==> config.mk <==
export PLATFORM = sky130hd
export DESIGN_NAME = ptd_delay_line
export DESIGN_NICKNAME = d
export VERILOG_FILES = /design/src/verilog/ptd_pkg.sv /design/src/verilog/ptd_delay_line.sv
export VERILOG_INCLUDE_DIRS = /design/src /design/src/verilog
export SDC_FILE = /design/constraint.sdc
export NUM_CORES = 2
export LEC_CHECK = 0
export BUFFER_PORTS_ARGS = -buffer_cell sky130_fd_sc_hd__buf_2
export CORE_MARGIN = 1
export CORE_UTILIZATION = 50
export DETAILED_ROUTE_END_ITERATION = 10
export PLACE_DENSITY = 0.74
export SYNTH_ARGS = -nofsm -noshare
export SYNTH_HDL_FRONTEND = slang
export SYNTH_HIERARCHICAL = 1
export SYNTH_SLANG_ARGS = --single-unit
==> constraint.sdc <==
create_clock -name sys_clk_in -period 5.6 [get_ports sys_clk_in]
set_input_delay 0.28 -clock sys_clk_in [delete_from_list [all_inputs] [get_ports sys_clk_in]]
set_output_delay 0.28 -clock sys_clk_in [all_outputs]
set_load 0.05 [all_outputs]
==> src/verilog/ptd_defs.svh <==
`ifndef PTD_DEFS_SVH
`define PTD_DEFS_SVH
// sample and memory geometry
`define PTD_DATA_W      10
`define PTD_PTR_W       8
`define PTD_DEPTH       192
`define PTD_MAX_DELAY   8'hc0
`define PTD_LAST_ADDR   8'hbf
`define PTD_WRAP_ADD    9'h0c0
// reset values
`define PTD_WP_RST      8'h00
`define PTD_CFG_RST     9'h000
`define PTD_DATA_RST    10'h000
// output buffer
`define PTD_FIFO_DEPTH  16
`endif

==> src/verilog/ptd_pkg.sv <==
`default_nettype none
package ptd_pkg;
    // delay setting together with the channel enable
    typedef struct packed {
        logic       en;
        logic [7:0] delay;
    } ptd_cfg_type;

    // route taken by the samples
    typedef enum logic [1:0] {
        PTD_DIRECT,
        PTD_ONE_REG,
        PTD_MEMORY
    } ptd_path_type;
endpackage : ptd_pkg
`default_nettype wire

==> src/verilog/ptd_delay_line.sv <==
`timescale 1ns/10ps
`default_nettype none
`include "ptd_defs.svh"

// ****************************************************************
// triple voted register
// ****************************************************************
module ptd_vote_reg #(
    parameter int              W   = 8,
    parameter logic [W-1:0]    RST = '0
) (
    input  wire logic          clk_in,
    input  wire logic          rst_in,
    input  wire logic [W-1:0]  d_in,
    output logic      [W-1:0]  q_out
);
    logic [W-1:0] a_r;
    logic [W-1:0] b_r;
    logic [W-1:0] c_r;

    always_ff @(posedge clk_in or posedge rst_in) begin
        if (rst_in) begin
            a_r <= RST;
            b_r <= RST;
            c_r <= RST;
        end else begin
            a_r <= d_in;
            b_r <= d_in;
            c_r <= d_in;
        end
    end

    // a single upset copy is outvoted
    assign q_out = (a_r & b_r) | (a_r & c_r) | (b_r & c_r);
endmodule : ptd_vote_reg

// ****************************************************************
// output buffer
// ****************************************************************
module ptd_fifo #(
    parameter int W     = 10,
    parameter int DEPTH = 16
) (
    input  wire logic          clk_in,
    input  wire logic          rst_in,
    // fill side
    input  wire logic          in_valid_in,
    output logic               in_ready_out,
    input  wire logic [W-1:0]  in_data_in,
    output logic               almost_full_out,
    // drain side
    output logic               out_valid_out,
    input  wire logic          out_ready_in,
    output logic      [W-1:0]  out_data_out
);
    localparam int AW = $clog2(DEPTH);
    logic [W-1:0]  buf_r [DEPTH];
    logic [AW-1:0] wr_r;
    logic [AW-1:0] rd_r;
    logic [AW:0]   cnt_r;
    logic          push;
    logic          pop;

    assign in_ready_out    = (cnt_r != (AW+1)'(DEPTH));
    assign out_valid_out   = (cnt_r != '0);
    assign almost_full_out = (cnt_r >= (AW+1)'(DEPTH - 1));
    assign out_data_out    = buf_r[rd_r];
    assign push            = in_valid_in && in_ready_out;
    assign pop             = out_valid_out && out_ready_in;

    always_ff @(posedge clk_in) begin
        if (push) begin
            buf_r[wr_r] <= in_data_in;
        end
    end

    always_ff @(posedge clk_in or posedge rst_in) begin
        if (rst_in) begin
            wr_r  <= '0;
            rd_r  <= '0;
            cnt_r <= '0;
        end else begin
            if (push) begin
                wr_r <= (wr_r == AW'(DEPTH - 1)) ? '0 : wr_r + 1'b1;
            end
            if (pop) begin
                rd_r <= (rd_r == AW'(DEPTH - 1)) ? '0 : rd_r + 1'b1;
            end
            cnt_r <= cnt_r + (AW+1)'(push) - (AW+1)'(pop);
        end
    end
endmodule : ptd_fifo

// ****************************************************************
// pre-trigger sample delay line
// ****************************************************************
module ptd_delay_line #(
    parameter int DATA_W     = `PTD_DATA_W,
    parameter int FIFO_DEPTH = `PTD_FIFO_DEPTH
) (
    // clock and reset
    input  wire logic               sys_clk_in,
    input  wire logic               sys_rst_in,
    // configuration
    input  wire logic [7:0]         trigger_delay_setting_in,
    input  wire logic               channel_enable_in,
    // sample input
    input  wire logic               sample_valid_in,
    output logic                    sample_ready_out,
    input  wire logic [DATA_W-1:0]  sample_data_in,
    // delayed sample output
    output logic                    delayed_valid_out,
    input  wire logic               delayed_ready_in,
    output logic      [DATA_W-1:0]  delayed_data_out
);
    logic [DATA_W-1:0]    mem_r [`PTD_DEPTH];
    ptd_pkg::ptd_cfg_type cfg_nxt;
    ptd_pkg::ptd_cfg_type cfg;
    ptd_pkg::ptd_path_type path;
    logic [7:0]           wp;
    logic [7:0]           wp_nxt;
    logic [7:0]           rp;
    logic [7:0]           norm;
    logic                 mem_ce;
    logic [DATA_W-1:0]    mem_wdata;
    logic [DATA_W-1:0]    mem_q_r;
    logic [DATA_W-1:0]    one_r;
    logic [7:0]           fill_r;
    logic                 in_ready_r;
    logic                 adv;
    logic [DATA_W-1:0]    push_data;
    logic                 fifo_valid;
    logic                 fifo_af;
    logic                 fifo_pop;
    logic [DATA_W-1:0]    fifo_data;
    logic                 out_valid_r;
    logic [DATA_W-1:0]    out_data_r;

    // ************************************************************
    // configuration
    // ************************************************************
    // settings above the memory size are clamped to the largest delay
    always_comb begin
        cfg_nxt.en    = channel_enable_in;
        cfg_nxt.delay = (trigger_delay_setting_in > `PTD_MAX_DELAY)
                        ? `PTD_MAX_DELAY : trigger_delay_setting_in;
    end

    ptd_vote_reg #(.W(9), .RST(`PTD_CFG_RST)) u_cfg_reg (
        .clk_in (sys_clk_in),
        .rst_in (sys_rst_in),
        .d_in   (cfg_nxt),
        .q_out  (cfg)
    );

    always_comb begin
        case (cfg.delay)
            8'h00:   path = ptd_pkg::PTD_DIRECT;
            8'h01:   path = ptd_pkg::PTD_ONE_REG;
            default: path = ptd_pkg::PTD_MEMORY;
        endcase
    end

    // ************************************************************
    // pointers
    // ************************************************************
    // a sample moves only when the output buffer can take its result
    assign adv       = sample_valid_in && in_ready_r;
    assign mem_ce    = (path == ptd_pkg::PTD_MEMORY) && cfg.en;
    // memory adds one cycle of its own, so one less is addressed
    assign norm      = cfg.delay - 8'h01;
    // quiet data pins save the toggling power of an idle memory
    assign mem_wdata = mem_ce ? sample_data_in : `PTD_DATA_RST;

    always_comb begin
        if (mem_ce && adv) begin
            wp_nxt = (wp == `PTD_LAST_ADDR) ? 8'h00 : wp + 8'h01;
        end else begin
            wp_nxt = wp;
        end
    end

    ptd_vote_reg #(.W(8), .RST(`PTD_WP_RST)) u_wp_reg (
        .clk_in (sys_clk_in),
        .rst_in (sys_rst_in),
        .d_in   (wp_nxt),
        .q_out  (wp)
    );

    // read pointer trails by norm, which is at least one
    always_comb begin
        if (wp >= norm) begin
            rp = wp - norm;
        end else begin
            rp = 8'({1'b0, wp} + `PTD_WRAP_ADD - {1'b0, norm});
        end
    end

    // ************************************************************
    // data paths
    // ************************************************************
    always_ff @(posedge sys_clk_in) begin
        if (mem_ce && adv) begin
            mem_r[wp] <= mem_wdata;
        end
    end

    always_ff @(posedge sys_clk_in or posedge sys_rst_in) begin
        if (sys_rst_in) begin
            mem_q_r <= `PTD_DATA_RST;
        end else if (mem_ce && adv) begin
            mem_q_r <= mem_r[rp];
        end
    end

    always_ff @(posedge sys_clk_in or posedge sys_rst_in) begin
        if (sys_rst_in) begin
            one_r <= `PTD_DATA_RST;
        end else if (adv) begin
            one_r <= sample_data_in;
        end
    end

    // counts samples seen since reset or a new setting, saturating
    always_ff @(posedge sys_clk_in or posedge sys_rst_in) begin
        if (sys_rst_in) begin
            fill_r <= 8'h00;
        end else if (cfg_nxt != cfg) begin
            fill_r <= 8'h00;
        end else if (adv && fill_r != `PTD_MAX_DELAY) begin
            fill_r <= fill_r + 8'h01;
        end
    end

    always_comb begin
        if (!cfg.en || fill_r < cfg.delay) begin
            push_data = `PTD_DATA_RST;
        end else begin
            case (path)
                ptd_pkg::PTD_DIRECT:  push_data = sample_data_in;
                ptd_pkg::PTD_ONE_REG: push_data = one_r;
                default:              push_data = mem_q_r;
            endcase
        end
    end

    // ************************************************************
    // output buffer and output register
    // ************************************************************
    ptd_fifo #(.W(DATA_W), .DEPTH(FIFO_DEPTH)) u_fifo (
        .clk_in          (sys_clk_in),
        .rst_in          (sys_rst_in),
        .in_valid_in     (adv),
        .in_ready_out    (),
        .in_data_in      (push_data),
        .almost_full_out (fifo_af),
        .out_valid_out   (fifo_valid),
        .out_ready_in    (fifo_pop),
        .out_data_out    (fifo_data)
    );

    // ready is registered, so it drops one entry early
    always_ff @(posedge sys_clk_in or posedge sys_rst_in) begin
        if (sys_rst_in) begin
            in_ready_r <= 1'b0;
        end else begin
            in_ready_r <= !fifo_af;
        end
    end

    assign fifo_pop = fifo_valid && (!out_valid_r || delayed_ready_in);

    always_ff @(posedge sys_clk_in or posedge sys_rst_in) begin
        if (sys_rst_in) begin
            out_valid_r <= 1'b0;
            out_data_r  <= `PTD_DATA_RST;
        end else if (!out_valid_r || delayed_ready_in) begin
            out_valid_r <= fifo_valid;
            out_data_r  <= fifo_pop ? fifo_data : `PTD_DATA_RST;
        end
    end

    assign sample_ready_out  = in_ready_r;
    assign delayed_valid_out = out_valid_r;
    assign delayed_data_out  = out_data_r;
endmodule : ptd_delay_line
`default_nettype wire

; ---- Word level (Yosys, flattened, before mapping)
; Memory sizes are Yosys's and may differ from the RTL's. A register that Yosys moved wholly into a read port is not among the register bits.
; Cells that the tools add are included.
[op_classes]
addsub = 10
magnitude_cmp = 4
eq_ne = 9
mux = 17
n_bitwise = 6
n_reduce_logical = 16
[op_table]
columns = cell, n
row1 = $mux W8, 6
row2 = $mux W10, 3
row3 = $pmux W10 S2, 1
row4 = $or A9 B9 Y9, 2
row5 = $add A8 B1 Y8 const B, 2
row6 = $or A8 B8 Y8, 2
row7 = $sub A8 B8 Y8, 2
row8 = $and A9 B9 Y9, 1
row9 = $ne A9 B9 Y1, 1
row10 = $add A4 B1 Y4 const B, 2
row11 = $add A8 B8 Y8 const B, 1
row12 = $and A8 B8 Y8, 1
row13 = $eq A4 B4 Y1 const B, 2
row14 = $eq A8 B1 Y1 const B, 1
row15 = $eq A8 B8 Y1 const B, 1
row16 = $ge A8 B8 Y1, 1
row17 = $gt A8 B8 Y1 const B, 1
row18 = $logic_not A8 Y1, 1
row19 = $lt A8 B8 Y1, 1
row20 = $mux W4, 2
row21 = $ne A8 B8 Y1 const B, 1
row22 = $sub A8 B1 Y8 const B, 1
row23 = $logic_and A1 B1 Y1, 7
row24 = $add A5 B1 Y5, 1
row25 = other kinds (12), 18
[totals]
register_bits = 60
ram_bits = 2080
input_bits = 23
output_inout_bits = 12
elab_cells = 74
memories = 2
[memory_table]
columns = name, depth, width, read_ports, rd_ports_with_merged_regs, wr, line_no
row1 = mem_r, 192, 10, 1, 1, 1, ptd_delay_line.sv:116  ; logic [DATA_W-1:0] mem_r [`PTD_DEPTH];
row2 = u_fifo.buf_r, 16, 10, 1, 0, 1, ptd_delay_line.sv:57  ; logic [W-1:0] buf_r [DEPTH];

; ---- Longest topological paths before layout
[logic_depth]
depth_word = 10
mapped_depth = 22
depth_no_buf = 17

; ---- Cells and area by module
; Netlist, hierarchy kept.
[modules_own_cells]
columns = mod, instances, cells_per_inst, area_per_inst_um2, seq_area_each_um2
row1 = ptd_delay_line, 1, 4722, 78597.9, 58656.3
row2 = ptd_fifo, 1, 372, 7054.3, 5129.9
row3 = ptd_vote_reg at u_cfg_reg, 1, 10, 229.0, 225.2
row4 = ptd_vote_reg at u_wp_reg, 1, 9, 203.9, 200.2

; ---- Worst setup path after synthesis
; No wires, ideal clock.
[synth_path]
path_type = reg2reg
startpoint = reg u_cfg_reg.c_r[0]
endpoint = mem mem_r[0][7] (netlist bit) (data pin)
setup_time_ps = 705
arrival_ps = 4001
required_ps = 4895
path_slack_ps = 893
path_stages_with_launch = 7
path_buffers = 2
period_less_slack_ps = 4707
cell_sequence = dfrtp_1 > inv_1 > ha_1 > o21ai_0 > clkbuf_1 > clkbuf_1 > and3_1
[synth_between]
elab_chain_cells = 8
word_cells_on_any_way = 9
classes_between = 2 x eq/ne / 2 x mux / 3 x bitwise / 2 x reduce/logical
[synth_rtl]
columns = item, line_no
row1 = from (decl), ptd_delay_line.sv:19  ; logic [W-1:0] c_r;
row2 = from (signal assigned), ptd_delay_line.sv:29  ; c_r <= d_in;
row3 = $and A9 B9 Y9 *, -
row4 = $or A9 B9 Y9, ptd_delay_line.sv:34  ; assign q_out = (a_r & b_r) | (a_r & c_r) | (b_r & c_r);
row5 = $or A9 B9 Y9 *, ptd_delay_line.sv:34
row6 = $eq A8 B1 Y1 / $logic_not A8 Y1 (equally long branches), ptd_delay_line.sv:157  ; case (cfg.delay)
row7 = $pmux W2 S2 *, ptd_delay_line.sv:157
row8 = $eq A2 B2 Y1 *, ptd_delay_line.sv:169  ; assign mem_ce = (path == ptd_pkg::PTD_MEMORY) && cfg.en;
row9 = $logic_and A1 B1 Y1 *, ptd_delay_line.sv:169
row10 = $mux W10 (no line) *, -
row11 = net mem_wdata[7], ptd_delay_line.sv:125  ; logic [DATA_W-1:0] mem_wdata;
row12 = to (decl), ptd_delay_line.sv:116
; Mark *: on every way through the listed nets, which the timed path passes. The rest lies on a longest branch.

; ---- Worst setup path in the final report
[layout_path]
startpoint = reg u_cfg_reg.c_r[0]
endpoint = reg mem_q_r[7] (read register of mem_r)
[layout_between]
elab_chain_cells = 8
word_cells_on_any_way = 14
classes_between = 3 x add/sub / 1 x order compare / 2 x eq/ne / 2 x mux / 3 x bitwise / 3 x reduce/logical
[layout_rtl]
columns = item, line_no
row1 = $and A9 B9 Y9 *, -
row2 = $or A9 B9 Y9, ptd_delay_line.sv:34
row3 = $or A9 B9 Y9 *, ptd_delay_line.sv:34
row4 = "parallel branches: the longest is 5 deep, another holds $sub A8 B1 Y8", -
row5 = to (decl), ptd_delay_line.sv:126  ; logic [DATA_W-1:0] mem_q_r;
; Mark *: on every way between the ends.
; A chain may end at the register's enable or synchronous reset.

==> flow_summary.ini <==
[timing]
skew_ps = 41.7
worst_pin_slew_ps = 1560
finalWorstPathRequiredPeriod_ps = 5490
final-setup-viol-count = 0
slew_headroom_pct = -4.13
setup_tns_ps = 0
fmax_mhz = 182
fin_hold_ws_ps = 109
finalMaxSlewViolations = 11
fin_crit_sh_pct = 98.0
final_hold_viol_count = 0
rsz0062_at_grt = no

[cts]
cts_tree = built
root_buffer = clkbuf_16
ctsHtreeMaxLevel = 4
cts-buffers-inserted = 203
cts_num_sinks = 2150
ctsLongestPathBuffers = 3
clkSlewWorstSetupHoldPaths_ps = 60
clkLatencyLatePin_ps = 860

[drt]
wl_per_cell_um = 30.5
dr.pass1.iters = 8
via_count = 50400
via_per_inst = 6.50
drtAntennaViolNets = 0
wl_mm = 236
route.detailed.drc = 0
drtIter0Drc = 7332

[status]
status = finished with violations
violations = max-capacitance violations, max-slew violations

[synth]
synth_top_area_cell = edfxtp_1
yosysWarningCount = 6
synth_cells = 5113
synth-seq-cells = 2150
synth.most_common_cell = edfxtp_1
syn-cell-area_mm2 = 0.0861
synth_top_family_by_area = multiplexers
async_flop_share_pct = 3.26
synth_ff_type = edfxtp_1
muxShareOfSynthArea_pct = 10.1
synth_seq_area_share_pct = 74.6
yosys-top-cells-area = edfxtp_1 (73%), mux4_2 (7.3%), nand2_1 (3.1%)
synthAdderAreaFrac_pct = 0.840
synth_compound_area_share_pct = 4.82
synth_edf_count = 2080
yosysUniqueCellTypes = 97
synth_simple_gate_area_share_pct = 7.17
syn-num-nets = 5189
synth_area_per_cell_um2 = 16.8
synthTopCellsByCount = edfxtp_1 (2080), nand2_1 (705), nor2_1 (287), mux4_2 (278), nand3_1 (233)
netlist.area_leader.share_pct = 72.6
synthXorXnorAreaFrac_pct = 0.385

[setup_path]
reg2reg_setup_slack_ps = 110
start_kind = register
ff2ff_path_depth = 17
rr_endpoint = mem_q_r[7]
r2r_start = u_cfg_reg/c_r[0]
cp-end-kind = register
worst_ep_arrival_time_ps = 6200
path_max_fanout = 24
crit_type = reg -> reg
cp.required_ps = 6310

[layout]
fillers = 12400
drive_gt1_share_pct = 16.5
nets = 5360
seq_area_mm2 = 0.0642
syn_to_final_growth_pct = 12.4
finalNonFillerCells = 7755
multi_input_area_mm2 = 0.0203
finalInstanceArea_mm2 = 0.0968

[die]
ios = 35
die_width_um = 417
rows = 151
design.core.area_mm2 = 0.170
start_util_pct = 50.6
die_h_um = 417
die_area_mm2 = 0.174

[global_routing]
grt_pass1_wl_mm = 340
grtUsageTotal_pct = 27.1
antenna_found_initial = 6
overflow = 0
grt_pass1_vias = 48800
grt_max_degree = 137

[hold_path]
worstHoldPathType = in -> reg
min_from = channel_enable_in
min_delay_path_depth = 2
holdPathEnd = u_cfg_reg/c_r[8]

[placement]
io_buffers = 34
dpl.cell_count = 7344
gp_congestion = 0.961
dp_hpwl_mm = 144
dpl-instance-area_mm2 = 0.0898

[flow_run]
max-cap-violations = 1
-- layout by cell type (no fill, tap or decap), types with 20 or more instances in the layout --
cell           Yosys  layout
a211oi_1          54      54
a21oi_1           85      84
a22oi_1           22      22
a31oi_1           88      87
a32oi_1          108     108
and2_1            20      20
and3_1            69      59
buf_12             2      37
buf_2            103      34
buf_4             39     174
clkbuf_1         127      56
clkbuf_16          0     210
clkinv_1           0      35
clkinv_2           0      32
dfrtp_1           70      68
dlygate4sd3_1      0      25
edfxtp_1        2080    2080
ha_1              45      44
inv_1             51      50
mux2_2            25      25
mux2i_1          211     211
mux4_2           278     278
nand2_1          705     705
nand3_1          233     233
nand4_1           31      31
nor2_1           287     280
o21ai_0           49      48
xnor2_1           25      25
-- metrics by stage --
stage	setup WS, ps	util, %
after global placement	330	52.8
after floorplan	893	-
final	114	56.9
after detailed placement	273	52.8
after CTS	187	56.8
after global routing	9.06	56.9
-- worst max-delay path, stage by stage (launching register included) --
cell and delay [ps]:
dfrtp_1 460, inv_1 150, ha_1 260, xnor2_1 260, ha_1 230, inv_1 60, fa_1 460, a21boi_1 190
a311oi_2 480, o211a_1 270, nor2_4 120, nor2_4 810, buf_12 290, a32oi_1 120, a31oi_1 210, o211ai_1 330
a32oi_1 430, a31oi_1 120
-- registers in the layout, indices dropped and copies added (netlist names) --
signal             count
u_fifo/rd_r            4
fill_r                 8
u_fifo/wr_r            4
u_fifo/buf_r         160
delayed_data_out      10
u_wp_reg/c_r           8
one_r                 10
delayed_valid_out      1
mem_q_r               10
sample_ready_out       1
u_fifo/cnt_r           5
mem_r               1920
u_cfg_reg/c_r          9
-- cells by family (layout without fill, tap and decap cells) --
family / Yosys count / in the layout
adders and majority gates: 53 / 53
buffers and inverters: 361 / 703
other: 0 / 5
DFF: 2150 / 2150
and+or+nand+nor: 1420 / 1420
AOI/OAI and AO/OA: 575 / 575
xor gates and xnor gates: 37 / 37
muxes: 517 / 517
-- worst max-delay path by stage --
stage                           startpoint           to
after floorplan           u_cfg_reg/c_r[0]  mem_r[0][7]
after global placement    u_cfg_reg/c_r[0]   mem_q_r[8]
after detailed placement  u_cfg_reg/c_r[0]   mem_q_r[3]
after CTS                 u_cfg_reg/c_r[0]   mem_q_r[3]
after global routing      u_cfg_reg/c_r[0]   mem_q_r[7]
final                     u_cfg_reg/c_r[0]   mem_q_r[7]
-- per-layer routing --
metal	part of all wire [%]	global-route usage, %
met1	36	36.5
met2	45	40.3
met3	13	7.07
met4	6.1	14.9
met5	0.049	0
-- final cells by class --
| cell class | count | area share (%) |
|---|---|---|
| well taps | 2295 | 2.97 |
| clock buffers | 276 | 5.78 |
| repair buffers | 274 | 2.61 |
| inverters | 53 | 0.206 |
| flip-flops and latches | 2150 | 66.3 |
| diodes | 5 | 0.0129 |
| clock inverters | 100 | 1.08 |
| multi-input cells | 2602 | 21.0 |
-- what timing repair did --
item / in CTS / in global routing
resized for setup: 0 / 5
hold buffers: 25 / 0
setup endpoints to repair: 0 / 3
buffers inserted: 0 / 2
hold endpoints to repair: 81 / 0
Power is not shown: default switching activity piles up to over one toggle a cycle in this logic, so the estimate is an artifact.
